**src/rtl/fqwc_pkg.sv**
```systemverilog
package fqwc_pkg;
	// ----------------------------------------------------------------
	// clock and control tick
	// ----------------------------------------------------------------
	localparam int CLK_HZ = 20_000_000; // system clock rate
	localparam int CTRL_TICK_US = 1000; // control tick period in us
	localparam int CTRL_TICK_CYCLES = CLK_HZ / 1_000_000 * CTRL_TICK_US;
	localparam int DSEC_TICKS = 100; // control ticks in 0.1 s
	localparam int WK_SHIFT = 10; // weakening loop output scaling

	// ----------------------------------------------------------------
	// value ranges, all percentages in 0.01 % steps
	// ----------------------------------------------------------------
	localparam logic [31:0] PCT_FULL = 32'h0000_2710; // 100.00 %
	localparam logic [31:0] GAIN_MAX = 32'h0000_03E8; // gain 1000
	localparam logic [31:0] QUENCH_MAX = 32'h0000_1770; // 600.0 s
	localparam logic [13:0] FIELD_MIN_RATIO = 14'h03E8; // 10:1 of rated

	// ----------------------------------------------------------------
	// reset values
	// ----------------------------------------------------------------
	localparam logic [9:0] INT_GAIN_RST = 10'h064; // 100
	localparam logic [13:0] IDLE_CUR_RST = 14'h09C4; // 25.00 %
	localparam logic [12:0] QUENCH_RST = 13'h0064; // 10.0 s
	localparam logic [13:0] FIELD_REF_RST = 14'h2710; // 100.00 %
	localparam logic [13:0] FLOOR_RST = 14'h03E8; // 10.00 %
	localparam logic [13:0] THRESH_RST = 14'h2328; // 90.00 %
	localparam logic [9:0] WK_GAIN_RST [5] = '{10'h032, 10'h010,
		10'h008, 10'h004, 10'h004}; // p, i, d, fb d, fb i
	localparam logic [15:0] TACH_FULLSCALE = 16'h2710; // tacho 100 %

	// ----------------------------------------------------------------
	// register offsets (byte addresses)
	// ----------------------------------------------------------------
	localparam logic [7:0] OFF_CTRL = 8'h00;
	localparam logic [7:0] OFF_INT_GAIN = 8'h04;
	localparam logic [7:0] OFF_IDLE_CUR = 8'h08;
	localparam logic [7:0] OFF_QUENCH = 8'h0C;
	localparam logic [7:0] OFF_FIELD_REF = 8'h10;
	localparam logic [7:0] OFF_FLOOR = 8'h14;
	localparam logic [7:0] OFF_THRESH = 8'h18;
	localparam logic [7:0] OFF_WK_GAIN0 = 8'h1C; // five words
	localparam logic [7:0] OFF_WK_GAIN4 = 8'h2C;
	localparam logic [7:0] OFF_STATUS = 8'h30;
	localparam logic [7:0] OFF_DEMAND = 8'h34;
	localparam logic [7:0] OFF_INT_STAT = 8'h38;
	localparam logic [7:0] OFF_INT_CLR = 8'h3C;
	localparam logic [7:0] OFF_INT_EN = 8'h40;
	localparam logic [7:0] OFF_SPD_SCALE = 8'h44;

	// ----------------------------------------------------------------
	// field positions
	// ----------------------------------------------------------------
	localparam int CTRL_IDLE_WARM = 0; // idle_warming_mode_on
	localparam int CTRL_WEAK_ON = 1; // weakening_loop_on
	localparam int CTRL_AVF_SEL = 2; // armature voltage feedback select
	localparam int CTRL_TRIP_CLR = 3; // write one to clear trip
	localparam int IRQ_STOP = 0; // non-running condition began
	localparam int IRQ_TRIP = 1; // disagreement trip
	localparam int IRQ_WEAK = 2; // weakening region entered

	// ----------------------------------------------------------------
	// sequencer states, gray along run -> hold -> idle
	// ----------------------------------------------------------------
	typedef enum logic [1:0]
	{
		FQWC_RUN = 2'b00,
		FQWC_HOLD = 2'b01,
		FQWC_IDLE = 2'b11
	} fqwc_state_t;
endpackage : fqwc_pkg

```
**src/rtl/fqwc_sync.sv**
```systemverilog
module fqwc_sync
	import fqwc_pkg::*;
#(
	parameter int W = 3
)
(
	input wire logic clock,
	input wire logic arst_n,
	input wire logic [W-1:0] d,
	output logic [W-1:0] q
);
	// ----------------------------------------------------------------
	// two-stage synchroniser
	// ----------------------------------------------------------------
	logic [W-1:0] meta; // first stage, read only by q

	if (W < 1)
	begin : bad_width
		$error("fqwc_sync: width must be at least one");
	end

	// pins are asynchronous to clock
	always_ff @(posedge clock or negedge arst_n)
	begin
		if (!arst_n)
		begin
			meta <= '0;
			q <= '0;
		end
		else
		begin
			meta <= d;
			q <= meta;
		end
	end
endmodule : fqwc_sync

```
**src/rtl/fqwc_weak_ctl.sv**
```systemverilog
module fqwc_weak_ctl
	import fqwc_pkg::*;
(
	input wire logic clock,
	input wire logic arst_n,
	input wire logic tick,
	input wire logic enable,
	input wire logic [13:0] thresh,
	input wire logic [13:0] vfb,
	input wire logic [9:0] kp,
	input wire logic [9:0] ki,
	input wire logic [9:0] kd,
	input wire logic [9:0] kfd,
	input wire logic [9:0] kfi,
	input wire logic [13:0] max_cut,
	output logic [13:0] cut
);
	// ----------------------------------------------------------------
	// weakening loop: five terms on spillover error and feedback
	// ----------------------------------------------------------------
	logic signed [16:0] err; // positive below threshold
	logic signed [16:0] prev_err; // error at last tick
	logic [13:0] prev_fb; // feedback at last tick
	logic signed [16:0] d_err; // error change
	logic signed [16:0] d_fb; // feedback change
	logic signed [31:0] integ; // combined integral store
	logic signed [31:0] next_integ;
	logic signed [31:0] sum; // loop output before scaling
	logic signed [31:0] cut_lim; // integral floor
	logic [31:0] neg_sum;

	// gain times signed quantity, 32-bit exact
	function automatic logic signed [31:0] gmul(input logic [9:0] g,
		input logic signed [16:0] x);
		gmul = $signed({22'h00_0000, g}) * $signed({{15{x[16]}}, x});
	endfunction : gmul

	// error, derivative and integral terms
	always_comb
	begin
		err = $signed({3'b000, thresh}) - $signed({3'b000, vfb}); // RQ8
		d_err = err - prev_err;
		d_fb = $signed({3'b000, vfb}) - $signed({3'b000, prev_fb});
		cut_lim = -$signed({18'h0_0000, max_cut} << WK_SHIFT);
		// error integral plus feedback integral; windup held in range
		next_integ = integ + gmul(ki, err) - gmul(kfi, d_fb); // RQ10
		if (next_integ > 0)
			next_integ = '0;
		else if (next_integ < cut_lim)
			next_integ = cut_lim;
		sum = next_integ + gmul(kp, err) + gmul(kd, d_err)
			- gmul(kfd, d_fb); // RQ10
		neg_sum = 32'(-sum) >> WK_SHIFT;
	end

	// loop state, advanced once per control tick
	always_ff @(posedge clock or negedge arst_n)
	begin
		if (!arst_n)
		begin
			integ <= '0;
			prev_err <= '0;
			prev_fb <= '0;
			cut <= '0;
		end
		else if (!enable)
		begin
			integ <= '0; // no memory carried across disable
			prev_err <= '0;
			prev_fb <= vfb;
			cut <= '0;
		end
		else if (tick)
		begin
			integ <= next_integ;
			prev_err <= err;
			prev_fb <= vfb;
			// cut only lowers field; clamps voltage at spillover
			if (sum >= 0)
				cut <= '0; // RQ9
			else if (neg_sum > {18'h0_0000, max_cut})
				cut <= max_cut;
			else
				cut <= neg_sum[13:0]; // RQ9
		end
	end
endmodule : fqwc_weak_ctl

```
**src/rtl/fqwc_top.sv**
```systemverilog
// Contract
// RQ1: field loop integral gain 0..1000, default 100
// RQ2: idle: zero field, or idle current if on
// RQ3: running means run and (start or jog)
// RQ4: idle current 0..100.00 %, default 25.00 %
// RQ5: quench delay 0..600.0 s, field held meanwhile
// RQ6: field reference scales rated demand, default 100 %
// RQ7: reference below floor clamps demand to floor
// RQ8: weakening compares armature voltage with threshold
// RQ9: above threshold, lower field, hold voltage
// RQ10: weakening loop has five adjustable terms
// RQ11: weakening never cuts field beyond 10:1
// RQ12: feedback select plus weakening trips on entry
// RQ13: feedback change rescales speed full scale
// RQ14: run drop while stopping quenches immediately
// RQ15: run returning in delay cancels quench
//
// The address-and-strobe port and the register addresses were left to the implementer.
module fqwc_top
	import fqwc_pkg::*;
#(
	parameter int TICK_CYCLES = CTRL_TICK_CYCLES, // clocks per 1 ms
	parameter logic [15:0] RATED_ARM_V = 16'h01C2 // rated armature volts
)
(
	input wire logic clock,
	input wire logic arst_n,
	input wire logic run_pin,
	input wire logic start_pin,
	input wire logic jog_pin,
	input wire logic [13:0] armature_voltage,
	input wire logic [7:0] reg_addr,
	input wire logic [31:0] reg_wdata,
	input wire logic reg_wr,
	input wire logic reg_rd,
	output logic [31:0] reg_rdata,
	output logic [13:0] field_demand,
	output logic [9:0] field_int_gain,
	output logic contactor_on,
	output logic speed_feedback_disagreement_trip,
	output logic weakening_active,
	output logic [15:0] speed_fb_fullscale,
	output logic irq
);
	// ----------------------------------------------------------------
	// declarations
	// ----------------------------------------------------------------
	logic [2:0] pins_s; // synchronised run, start, jog
	logic run_s;
	logic running; // run condition
	logic [31:0] tick_cnt; // clock divider
	logic ms_tick; // one-cycle control tick
	logic [6:0] ds_cnt; // ticks within 0.1 s
	logic ds_tick; // one-cycle 0.1 s tick
	fqwc_state_t state;
	fqwc_state_t next_state;
	logic [12:0] quench_left; // remaining delay in 0.1 s
	logic idle_warming_mode_on;
	logic weakening_loop_on;
	logic avf_sel; // armature voltage feedback selected
	logic [13:0] idle_warming_current;
	logic [12:0] quench_hold_time;
	logic [13:0] field_ref;
	logic [13:0] field_current_floor;
	logic [13:0] weakening_threshold_voltage;
	logic [9:0] wk_gain [5]; // p, i, d, fb d, fb i
	logic [13:0] base_demand; // reference after floor clamp
	logic [13:0] weak_floor; // lowest weakened field
	logic [13:0] cut; // weakening reduction
	logic [13:0] next_demand;
	logic trip_set;
	logic [2:0] int_stat;
	logic [2:0] int_en;
	logic [2:0] int_ev;
	logic [31:0] next_rdata;
	logic wk_sel; // address falls in gain words
	logic [2:0] wk_idx;

	if (TICK_CYCLES < 2)
	begin : bad_tick
		$error("fqwc_top: TICK_CYCLES must be at least two");
	end

	// saturate a written value to its legal range
	function automatic logic [31:0] clamp_to(input logic [31:0] v,
		input logic [31:0] lim);
		clamp_to = (v > lim) ? lim : v;
	endfunction : clamp_to

	// ----------------------------------------------------------------
	// inputs and time base
	// ----------------------------------------------------------------
	fqwc_sync #(
		.W(3)
	) u_sync (
		.clock(clock),
		.arst_n(arst_n),
		.d({run_pin, start_pin, jog_pin}),
		.q(pins_s)
	);

	assign run_s = pins_s[2];
	assign running = run_s & (pins_s[1] | pins_s[0]) // RQ3
		& ~speed_feedback_disagreement_trip;

	// 1 ms tick and 0.1 s tick from the one clock
	always_ff @(posedge clock or negedge arst_n)
	begin
		if (!arst_n)
		begin
			tick_cnt <= '0;
			ms_tick <= 1'b0;
			ds_cnt <= '0;
			ds_tick <= 1'b0;
		end
		else
		begin
			ms_tick <= (tick_cnt == 32'(TICK_CYCLES - 1));
			ds_tick <= ms_tick && (ds_cnt == 7'(DSEC_TICKS - 1));
			if (tick_cnt == 32'(TICK_CYCLES - 1))
				tick_cnt <= '0;
			else
				tick_cnt <= tick_cnt + 32'h0000_0001;
			if (ms_tick)
				ds_cnt <= (ds_cnt == 7'(DSEC_TICKS - 1)) ? '0
					: ds_cnt + 7'h01;
		end
	end

	// ----------------------------------------------------------------
	// register writes
	// ----------------------------------------------------------------
	assign wk_sel = (reg_addr >= OFF_WK_GAIN0) && (reg_addr <= OFF_WK_GAIN4)
		&& (reg_addr[1:0] == 2'b00);
	assign wk_idx = 3'((reg_addr - OFF_WK_GAIN0) >> 2);

	// settings; out-of-range writes saturate rather than wrap
	always_ff @(posedge clock or negedge arst_n)
	begin
		if (!arst_n)
		begin
			idle_warming_mode_on <= 1'b0;
			weakening_loop_on <= 1'b0;
			avf_sel <= 1'b0;
			field_int_gain <= INT_GAIN_RST;
			idle_warming_current <= IDLE_CUR_RST;
			quench_hold_time <= QUENCH_RST;
			field_ref <= FIELD_REF_RST;
			field_current_floor <= FLOOR_RST;
			weakening_threshold_voltage <= THRESH_RST;
			for (int i = 0; i < 5; i++)
				wk_gain[i] <= WK_GAIN_RST[i];
		end
		else if (reg_wr)
		begin
			case (reg_addr)
				OFF_CTRL:
				begin
					idle_warming_mode_on <= reg_wdata[CTRL_IDLE_WARM];
					weakening_loop_on <= reg_wdata[CTRL_WEAK_ON];
					avf_sel <= reg_wdata[CTRL_AVF_SEL];
				end
				OFF_INT_GAIN:
					field_int_gain <= 10'(clamp_to(reg_wdata, GAIN_MAX)); // RQ1
				OFF_IDLE_CUR:
					idle_warming_current <=
						14'(clamp_to(reg_wdata, PCT_FULL)); // RQ4
				OFF_QUENCH:
					quench_hold_time <=
						13'(clamp_to(reg_wdata, QUENCH_MAX)); // RQ5
				OFF_FIELD_REF:
					field_ref <= 14'(clamp_to(reg_wdata, PCT_FULL)); // RQ6
				OFF_FLOOR:
					field_current_floor <= 14'(clamp_to(reg_wdata, PCT_FULL));
				OFF_THRESH:
					weakening_threshold_voltage <=
						14'(clamp_to(reg_wdata, PCT_FULL));
				default:
				begin
					// five loop terms share one indexed store
					if (wk_sel)
						wk_gain[wk_idx] <=
							10'(clamp_to(reg_wdata, GAIN_MAX)); // RQ10
				end
			endcase
		end
	end

	// ----------------------------------------------------------------
	// run / hold / idle sequencer
	// ----------------------------------------------------------------
	always_comb
	begin
		next_state = state;
		case (state)
			FQWC_RUN:
			begin
				// run pin gone: no braking hold at all
				if (!running && !run_s)
					next_state = FQWC_IDLE; // RQ14
				else if (!running)
					next_state = (quench_hold_time == '0) ? FQWC_IDLE
						: FQWC_HOLD; // RQ5
			end
			FQWC_HOLD:
			begin
				if (running)
					next_state = FQWC_RUN; // RQ15
				else if (!run_s)
					next_state = FQWC_IDLE; // RQ14
				else if (ds_tick && quench_left <= 13'h0001)
					next_state = FQWC_IDLE; // RQ5
			end
			FQWC_IDLE:
			begin
				if (running)
					next_state = FQWC_RUN;
			end
			default:
				next_state = FQWC_IDLE;
		endcase
	end

	// state and delay timer; timer reloads on each stop
	always_ff @(posedge clock or negedge arst_n)
	begin
		if (!arst_n)
		begin
			state <= FQWC_IDLE;
			quench_left <= '0;
		end
		else
		begin
			state <= next_state;
			if (state != FQWC_HOLD)
				quench_left <= quench_hold_time; // RQ15
			else if (ds_tick && quench_left != '0)
				quench_left <= quench_left - 13'h0001; // RQ5
		end
	end

	// ----------------------------------------------------------------
	// field demand
	// ----------------------------------------------------------------
	fqwc_weak_ctl u_weak (
		.clock(clock),
		.arst_n(arst_n),
		.tick(ms_tick),
		.enable(weakening_loop_on && state == FQWC_RUN), // RQ8
		.thresh(weakening_threshold_voltage),
		.vfb(armature_voltage),
		.kp(wk_gain[0]),
		.ki(wk_gain[1]),
		.kd(wk_gain[2]),
		.kfd(wk_gain[3]),
		.kfi(wk_gain[4]),
		.max_cut(base_demand - weak_floor),
		.cut(cut)
	);

	// rated value is 100.00 %, so the reference is the scaled demand
	always_comb
	begin
		base_demand = (field_ref < field_current_floor)
			? field_current_floor : field_ref; // RQ6 RQ7
		// weakened field kept at or above a tenth of rated, or at base_demand when that is lower
		weak_floor = (base_demand < FIELD_MIN_RATIO) ? base_demand
			: FIELD_MIN_RATIO; // RQ11
		case (state)
			FQWC_RUN:
				// a stale cut after a lower reference must not wrap
				next_demand = (cut > base_demand - weak_floor) ? weak_floor
					: base_demand - cut; // RQ9 RQ11
			FQWC_HOLD:
				next_demand = base_demand; // RQ5
			FQWC_IDLE:
				next_demand = idle_warming_mode_on ? idle_warming_current
					: 14'h0000; // RQ2
			default:
				next_demand = 14'h0000;
		endcase
	end

	// demand, contactor and feedback scaling outputs
	always_ff @(posedge clock or negedge arst_n)
	begin
		if (!arst_n)
		begin
			field_demand <= '0;
			contactor_on <= 1'b0;
			weakening_active <= 1'b0;
			speed_fb_fullscale <= TACH_FULLSCALE;
		end
		else
		begin
			field_demand <= next_demand;
			contactor_on <= (next_state == FQWC_RUN); // RQ14
			weakening_active <= (state == FQWC_RUN) && (cut != '0);
			// only a change of feedback mode rescales
			if (reg_wr && reg_addr == OFF_CTRL
				&& reg_wdata[CTRL_AVF_SEL] != avf_sel)
				speed_fb_fullscale <= reg_wdata[CTRL_AVF_SEL]
					? RATED_ARM_V : TACH_FULLSCALE; // RQ13
		end
	end

	// ----------------------------------------------------------------
	// disagreement trip
	// ----------------------------------------------------------------
	assign trip_set = avf_sel && weakening_loop_on
		&& (armature_voltage >= weakening_threshold_voltage); // RQ12

	// latched; set beats a clear in the same cycle
	always_ff @(posedge clock or negedge arst_n)
	begin
		if (!arst_n)
			speed_feedback_disagreement_trip <= 1'b0;
		else if (trip_set)
			speed_feedback_disagreement_trip <= 1'b1; // RQ12
		else if (reg_wr && reg_addr == OFF_CTRL && reg_wdata[CTRL_TRIP_CLR])
			speed_feedback_disagreement_trip <= 1'b0;
	end

	// ----------------------------------------------------------------
	// interrupts
	// ----------------------------------------------------------------
	assign int_ev[IRQ_STOP] = (state == FQWC_RUN) && (next_state != FQWC_RUN);
	assign int_ev[IRQ_TRIP] = trip_set && !speed_feedback_disagreement_trip;
	assign int_ev[IRQ_WEAK] = (state == FQWC_RUN) && (cut != '0)
		&& !weakening_active;

	// sticky status; a new event survives its own clear
	always_ff @(posedge clock or negedge arst_n)
	begin
		if (!arst_n)
		begin
			int_stat <= '0;
			int_en <= '0;
			irq <= 1'b0;
		end
		else
		begin
			if (reg_wr && reg_addr == OFF_INT_CLR)
				int_stat <= (int_stat & ~reg_wdata[2:0]) | int_ev;
			else
				int_stat <= int_stat | int_ev;
			if (reg_wr && reg_addr == OFF_INT_EN)
				int_en <= reg_wdata[2:0];
			irq <= |(int_stat & int_en);
		end
	end

	// ----------------------------------------------------------------
	// register reads, data one cycle after the strobe
	// ----------------------------------------------------------------
	always_comb
	begin
		next_rdata = '0;
		case (reg_addr)
			OFF_CTRL:
				next_rdata = {28'h000_0000, 1'b0, avf_sel, weakening_loop_on,
					idle_warming_mode_on};
			OFF_INT_GAIN:
				next_rdata = {22'h00_0000, field_int_gain};
			OFF_IDLE_CUR:
				next_rdata = {18'h0_0000, idle_warming_current};
			OFF_QUENCH:
				next_rdata = {19'h0_0000, quench_hold_time};
			OFF_FIELD_REF:
				next_rdata = {18'h0_0000, field_ref};
			OFF_FLOOR:
				next_rdata = {18'h0_0000, field_current_floor};
			OFF_THRESH:
				next_rdata = {18'h0_0000, weakening_threshold_voltage};
			OFF_STATUS:
				next_rdata = {26'h000_0000, state,
					speed_feedback_disagreement_trip, weakening_active,
					contactor_on, running};
			OFF_DEMAND:
				next_rdata = {18'h0_0000, field_demand};
			OFF_INT_STAT:
				next_rdata = {29'h0000_0000, int_stat};
			OFF_INT_EN:
				next_rdata = {29'h0000_0000, int_en};
			OFF_SPD_SCALE:
				next_rdata = {16'h0000, speed_fb_fullscale};
			default:
			begin
				if (wk_sel)
					next_rdata = {22'h00_0000, wk_gain[wk_idx]};
			end
		endcase
	end

	// unmapped and write-only words read zero
	always_ff @(posedge clock or negedge arst_n)
	begin
		if (!arst_n)
			reg_rdata <= '0;
		else if (reg_rd)
			reg_rdata <= next_rdata;
		else
			reg_rdata <= '0;
	end
endmodule : fqwc_top

```
**config.mk**
```make
export PLATFORM = sky130hd
export DESIGN_NAME = fqwc_top
export DESIGN_NICKNAME = d
export VERILOG_FILES = /design/src/rtl/fqwc_pkg.sv /design/src/rtl/fqwc_sync.sv /design/src/rtl/fqwc_weak_ctl.sv /design/src/rtl/fqwc_top.sv
export SDC_FILE = /design/constraint.sdc
export NUM_CORES = 2
export LEC_CHECK = 0
export ABC_AREA = 1
export BUFFER_PORTS_ARGS = -buffer_cell sky130_fd_sc_hd__buf_2
export CAP_MARGIN = 40
export CORE_UTILIZATION = 43
export CTS_BUF_LIST = sky130_fd_sc_hd__clkbuf_8
export CTS_CLUSTER_SIZE = 20
export DETAILED_ROUTE_END_ITERATION = 12
export PLACE_DENSITY = 0.71
export SETUP_SLACK_MARGIN = 0.05
export SYNTH_ARGS = -nofsm -noshare
export SYNTH_HDL_FRONTEND = slang
export SYNTH_SLANG_ARGS = --single-unit
export TNS_END_PERCENT = 50
```
**constraint.sdc**
```tcl
create_clock -name clock -period 15.4 [get_ports clock]
set_input_delay 3.08 -clock clock [delete_from_list [all_inputs] [get_ports clock]]
set_output_delay 3.08 -clock clock [all_outputs]
set_load 0.01 [all_outputs]
```
### Word-level counts from Yosys, hierarchy flattened

Cells that the tools add are included.

| storage, ports and cells | value |
|---|---|
| register bits | 343 |
| latch bits | 0 |
| bits in writable memories | 0 |
| memory bits (read-only) | 0 |
| bits of input ports | 61 |
| output and inout port bits | 76 |
| logic and storage cells | 190 |
| memories | 0 |

| cells by class | value |
|---|---|
| $add $sub $neg | 16 |
| $mul | 5 |
| divide/modulo/power cells | 0 |
| order comparisons | 16 |
| equality and inequality tests | 19 |
| shift operators | 0 |
| muxes and demuxes | 45 |
| bitwise gates (word level) | 11 |
| reduce and logical (&&, ||, !) cells | 43 |

Operators with widths:

| kind | count |
|---|---|
| $mux W32 | 6 |
| $pmux W16 S12 | 1 |
| $mux W14 | 12 |
| $mul A11 B15 Y26 | 4 |
| $add A32 B32 Y32 | 3 |
| $sub A32 B32 Y32 | 2 |
| $bwmux W50 | 1 |
| $mux W10 | 5 |
| $pmux W14 S3 | 1 |
| $mux W13 | 3 |
| $mux W17 | 2 |
| $add A32 B1 Y32 const B | 1 |
| $eq A32 B15 Y1 const B | 1 |
| $eq A8 B6 Y1 const B | 4 |
| $ge A32 B1 Y1 const B | 1 |
| $gt A32 B1 Y1 const B | 1 |
| $gt A32 B10 Y1 const B | 1 |
| $gt A32 B13 Y1 const B | 1 |
| $gt A32 B14 Y1 const B | 1 |
| $lt A32 B32 Y1 | 1 |
| $neg A24 Y32 | 1 |
| $neg A32 Y32 | 1 |
| $bmux W10 S3 | 1 |
| $demux W10 S3 | 1 |
| 51 further kinds | 99 |

### Depth between registers and ports, before layout

| logic depth | value |
|---|---|
| depth after elaboration | 18 |
| depth in mapped cells | 109 |
| gate-level depth less buffers | 105 |

### Hierarchy

Synthesis repeated with hierarchy kept, for this count alone.

| second synthesis, totals | value |
|---|---|
| cells, all modules | 7072 |
| area total of the unflattened synthesis | 56404.1 sq um |

By module, submodules not included:

| module | instances | cells each | area each (sq um) | seq. area each (sq um) |
|---|---|---|---|---|
| fqwc_weak_ctl | 1 | 5385 | 42793.5 | 1876.8 |
| fqwc_top | 1 | 1681 | 13460.4 | 5751.8 |
| fqwc_sync | 1 | 6 | 150.1 | 150.1 |

### Worst setup path after synthesis

Ideal clock, no wire load.

| timing | value |
|---|---|
| path type | input port to flip-flop |
| start | in armature_voltage[0] |
| end | reg u_weak.cut[10] |
| setup time | 0.117 ns |
| arrival time | 18.576 ns |
| required time | 15.283 ns |
| path slack | -3.294 ns |
| stages on the path | 98 |
| path buffers | 3 |
| path through | inv_1 ha_1 fa_1 o21ai_0 nand2_1 nand2_1 a21oi_1 or2_2 nand2_1 a21oi_1 or2_2 nand2_1 inv_1 nand2_1 fa_1 fa_1 inv_1 fa_1 [62 not listed] nand4_2 nor2_1 nand4_1 nor2_1 inv_1 nor2_1 inv_1 nand2_1 inv_1 ha_1 nand4_1 o41ai_1 nand2_1 nor2_4 buf_2 nand4_1 nand3_1 nand2_1 |

| between the ends | value |
|---|---|
| cells in the longest elaborated chain, start to end | 16 |
| elaborated cells on any way between the ends | 24 |
| classes of those cells | add/sub: 9; mul: 5; order compare: 4; mux: 6 |

Ends and longest elaborated chain:

| what | RTL line | text |
|---|---|---|
| start, declared | fqwc_top.sv:31 | `input wire logic [13:0] armature_voltage,` |
| $sub A14 B14 Y15 | fqwc_weak_ctl.sv:41 | `err = $signed({3'b000, thresh}) - $signed({3'b000, vfb});` |
| $mul A11 B15 Y26 | fqwc_weak_ctl.sv:35 | `gmul = $signed({22'h00_0000, g}) * $signed({{15{x[16]}}, x});` |
| $add A32 B32 Y32 | fqwc_weak_ctl.sv:46 | `next_integ = integ + gmul(ki, err) - gmul(kfi, d_fb);` |
| $sub A32 B32 Y32 | fqwc_weak_ctl.sv:46 |  |
| $lt A32 B32 Y1 | fqwc_weak_ctl.sv:49 | `else if (next_integ < cut_lim)` |
| $mux W32 | fqwc_weak_ctl.sv:49 |  |
| $mux W32 | fqwc_weak_ctl.sv:47 | `if (next_integ > 0)` |
| $add A32 B32 Y32 (2 in series) | fqwc_weak_ctl.sv:51 | `sum = next_integ + gmul(kp, err) + gmul(kd, d_err)` |
| $sub A32 B32 Y32 * | fqwc_weak_ctl.sv:52 | `- gmul(kfd, d_fb);` |
| $neg A32 Y32 | fqwc_weak_ctl.sv:53 | `neg_sum = 32'(-sum) >> WK_SHIFT;` |
| $gt A22 B14 Y1 | fqwc_weak_ctl.sv:81 | `else if (neg_sum > {18'h0_0000, max_cut})` |
| $mux W14 | fqwc_weak_ctl.sv:81 |  |
| $mux W14 * | fqwc_weak_ctl.sv:79 | `if (sum >= 0)` |
| $mux W14 * | fqwc_weak_ctl.sv:73 | `else if (tick)` |
| $mux W14 * | fqwc_weak_ctl.sv:66 | `else if (!enable)` |
| end signal, assigned | fqwc_weak_ctl.sv:82 | `cut <= max_cut;` |
| end signal, assigned | fqwc_weak_ctl.sv:84 | `cut <= neg_sum[13:0];` |
| end, declared | fqwc_weak_ctl.sv:16 | `output logic [13:0] cut` |

Every way passes the cells marked *; elsewhere a longest branch is shown, timed or not. The select of a mux whose other input is x is not followed.
A chain may end at the register's enable or synchronous reset.

### Final worst setup path

| timing | value |
|---|---|
| start | in armature_voltage[0] |
| end | reg u_weak.cut[0] |

The elaborated chain is that of the path after synthesis.

==> reports/qor.csv <==
stage;metric;value;unit
global_route;gr-usage-all-layers;28.7;%
cts;cts_sinks;309;
critical_path;cp-start-kind;input pin;
synth;synth.yosys.seq_area_share;14.8;%
critical_path;worstPathRequired;16.04;ns
timing;period_share;111;%
global_route;grt_pass1_vias;49500;
critical_path;crit_path_end_kind;flop;
timing;slew-limit-headroom;35.1;%
finish;nets;8765;
global_route;grtUsageMet3;5.65;%
detailed_routing;drc;0;
critical_path;critPathKind;input pin to flop;
critical_path;worstSetupEndpoint;u_weak.cut[0];
critical_path;critPathSlowestCell;fa_1;
cts;cts_buffer_depth;3;
critical_path;max_stage_delay;0.52;ns
detailed_routing;drt_iter0_markers;3594;
synth;synthCells;6634;
critical_path;r2r-end;u_weak.cut[0];
synth;syn_avg_cell_area;7.95;um^2
placed_design;gp_congestion;0.999;
timing;setup_tns;-22.79;ns
critical_path;cp_num_buf_inv;15;
critical_path;cpLargestDelayFamily;adder cells;
global_route;busiest_layer;met2;
detailed_routing;wl_per_cell;19.6;um
timing;tightest_slew;0.961;ns
timing;finalSetupViolCount;14;
timing;hold_viol;0;
detailed_routing;vias;47800;
synth;synth_top_area_share;30.2;%
timing;rsz0062_at_grt;true;
synth;synth_edf_count;0;
global_route;antenna_found_initial;6;
synth;netlist_top_cells_area;fa_1, dfrtp_1, ha_1;
synth;synth_cell_type_count;72;
synth;yosys_warnings;0;
detailed_routing;finalWirelength;178000;um
placed_design;place_ws;-3.09;ns
cts;clk_pin_slew;0.07;ns
floorplan;start_util;43.3;%
min_path;hp-class;flop to flop;
synth;synth-seq-cells;309;
timing;clock_skew;0.0420;ns
global_route;gr-usage-met2;45.6;%
floorplan;core-area;122000;um^2
global_route;grt_first_pass_wirelength;276000;um
cts;cts_made_buffers;57;
critical_path;worst-path-stages;85;
floorplan;io_pins;137;
detailed_routing;routed_via_density;5.25;
placed_design;place_hpwl;149000;um
status;status;complete, but fails checks;
cts;cts_tree;done;
floorplan;die_y;352;um
timing;max_freq;58.7;MHz
cts;worstSkewPairLatency;0.71;ns
critical_path;r2r_setup_slack;0.36;ns
floorplan;row_count;128;
floorplan;die_w;352;um
cts;h-tree-depth;2;
run;maxCapViolCount;0;
critical_path;critical_path.startpoint;armature_voltage[0];
synth;syn-cell-area;52700;um^2
placed_design;io_buffer_count;109;
global_route;globalRouteOverflowTotal;0;
detailed_routing;ant_nets;0;
detailed_routing;drt_pre_antenna_iters;7;
cts;cts_root_buffer;clkbuf_8;
finish;syn_to_final_growth;20.3;%
timing;setup_slack;-1.65;ns
finish;fillers;11400;
status;failed_checks;setup timing;
synth;synth_top_cell_by_area;fa_1;
critical_path;worstReg2RegStart;weakening_threshold_voltage[2];
critical_path;cp.arrival;17.69;ns
critical_path;reg2reg_depth;88;
global_route;grt_max_degree;82;
timing;finalCriticalPeriod;17.05;ns
floorplan;design.die.area;124000;um^2
global_route;grtUsageMet1;36.9;%
finish;finish.utilization;52.1;%
critical_path;path_max_fanout;7;
finish;drive_gt1_share;19.3;%
cts;postCtsHoldBufs;0;
synth;yosys_most_used_dff;dfrtp_1;
timing;slew_violations;0;
synth;async_flop_share;100;%
==> worst min-delay path by stage <==
stage	slack, ns	depth (start not counted)	startpoint	to
CTS	0.35	0	u_sync.meta[0]	u_sync.q[0]
floorplan	0.33	0	u_sync.meta[0]	u_sync.q[0]
detailed placement	0.34	0	u_sync.meta[0]	u_sync.q[0]
global route	0.36	0	u_sync.meta[2]	u_sync.q[2]
global placement	0.33	0	u_sync.meta[2]	u_sync.q[2]
finish	0.35	0	u_sync.meta[0]	u_sync.q[0]
==> layout make-up <==
type | count | area, um^2 | area share [%]
Multi-Input combinational cell | 4633 | 40100 | 63.2
Sequential cell | 309 | 7780 | 12.3
Timing Repair Buffer | 884 | 6490 | 10.2
Inverter | 1531 | 5770 | 9.10
Tap cell | 1625 | 2030 | 3.21
Clock buffer | 76 | 1050 | 1.65
Clock inverter | 28 | 204 | 0.322
Antenna cell | 5 | 12.5 | 0.0197
==> Yosys cell counts, types with 8 or more instances <==
| master | n |
|---|---|
| xor2_1 | 125 |
| dfstp_2 | 37 |
| o21ai_0 | 278 |
| a2111oi_0 | 8 |
| o21bai_1 | 9 |
| clkbuf_1 | 141 |
| o31ai_1 | 13 |
| ha_1 | 493 |
| inv_2 | 11 |
| fa_1 | 795 |
| o211ai_1 | 20 |
| a32o_1 | 8 |
| a221oi_1 | 11 |
| a21oi_1 | 316 |
| o221ai_1 | 21 |
| a211oi_1 | 8 |
| o22ai_1 | 64 |
| a21boi_0 | 11 |
| o2111ai_1 | 9 |
| buf_4 | 32 |
| nand2_1 | 1135 |
| or2_2 | 42 |
| o21a_1 | 8 |
| nand2_2 | 32 |
| nor3_1 | 46 |
| nand3_1 | 154 |
| dfrtp_1 | 272 |
| xnor2_1 | 106 |
| inv_1 | 1491 |
| nor4_1 | 26 |
| a21o_1 | 17 |
| nand4_1 | 59 |
| nor2_1 | 708 |
| clkinv_1 | 29 |
==> metal layers <==
layer | vias up | share of wire (%)
met2 | 2067 | 45
met3 | 528 | 9.1
met1 | 23300 | 40
li1 | 21900 | -
met4 | 2 | 6.1
met5 | - | 0.0079
==> logic make-up after synthesis <==
| family | after synthesis | synth area share, % |
|---|---|---|
| XOR/XNOR | 233 | 3.90 |
| buffers and inverters | 1718 | 12.5 |
| flip-flops | 309 | 14.8 |
| other | 2 | 0.0142 |
| adder cells (fa/ha/maj) | 1288 | 41.9 |
| AO/OA/AOI/OAI | 841 | 9.23 |
| multiplexers | 3 | 0.0641 |
| AND/OR/NAND/NOR | 2240 | 17.6 |
==> worst register-to-register path: cells and delay by family (launching register included) <==
kind                     cells  cell delay, ns
AND/OR/NAND/NOR             42            4.94
XOR/XNOR                     2            0.41
flip-flops                   1            0.52
adder cells (fa/ha/maj)     13            5.64
AO/OA/AOI/OAI               14            2.03
buffers and inverters       17            1.41
==> state kept, by name, summed over array words and instances (netlist names), 14 cells and up <==
| signal | count |
|---|---|
| u_weak.cut | 14 |
| idle_warming_current | 14 |
| field_current_floor | 14 |
| u_weak.prev_fb | 14 |
| u_weak.prev_err | 15 |
| tick_cnt | 32 |
| weakening_threshold_voltage | 14 |
| field_ref | 14 |
| u_weak.integ | 32 |
| wk_gain | 50 |
| reg_rdata | 14 |
| field_demand | 14 |
==> per-stage QoR <==
stage	instances	instance area (um^2)	hold WS, ns
after floorplan	6659	53000	0.331
after global placement	8931	60200	0.332
after detailed placement	8934	60300	0.337
after CTS	9073	62600	0.353
after global routing	9089	63400	0.362
final	9091	63400	0.350
==> repair_timing <==
item                                    in CTS  in global routing
endpoints found under the setup margin      14                 14
pin swaps                                  131                102
gates resized for setup                    183                162
gates cloned                                 2                  0
hold endpoints to repair                     0                  0
setup buffers                               33                 13
==> placed cells by master, fill, tap and decap left out, types with 36 or more instances in the layout <==
| cell type | count |
|---|---|
| inv_1 | 1471 |
| nand2_1 | 1066 |
| fa_1 | 790 |
| buf_4 | 761 |
| nor2_1 | 684 |
| ha_1 | 455 |
| dfrtp_1 | 272 |
| a21oi_1 | 255 |
| o21ai_0 | 250 |
| nand3_1 | 143 |
| xor2_1 | 111 |
| buf_2 | 107 |
| xnor2_1 | 95 |
| nand2_2 | 89 |
| clkbuf_8 | 76 |
| o22ai_1 | 64 |
| nand4_1 | 59 |
| a21oi_2 | 56 |
| inv_2 | 42 |
| nor3_1 | 40 |
| ha_4 | 37 |
| dfstp_2 | 37 |
| or2_2 | 36 |
Power is left out: the tool's default activity adds up to more than one toggle a clock period on the data nets, which glitch-free logic cannot reach.
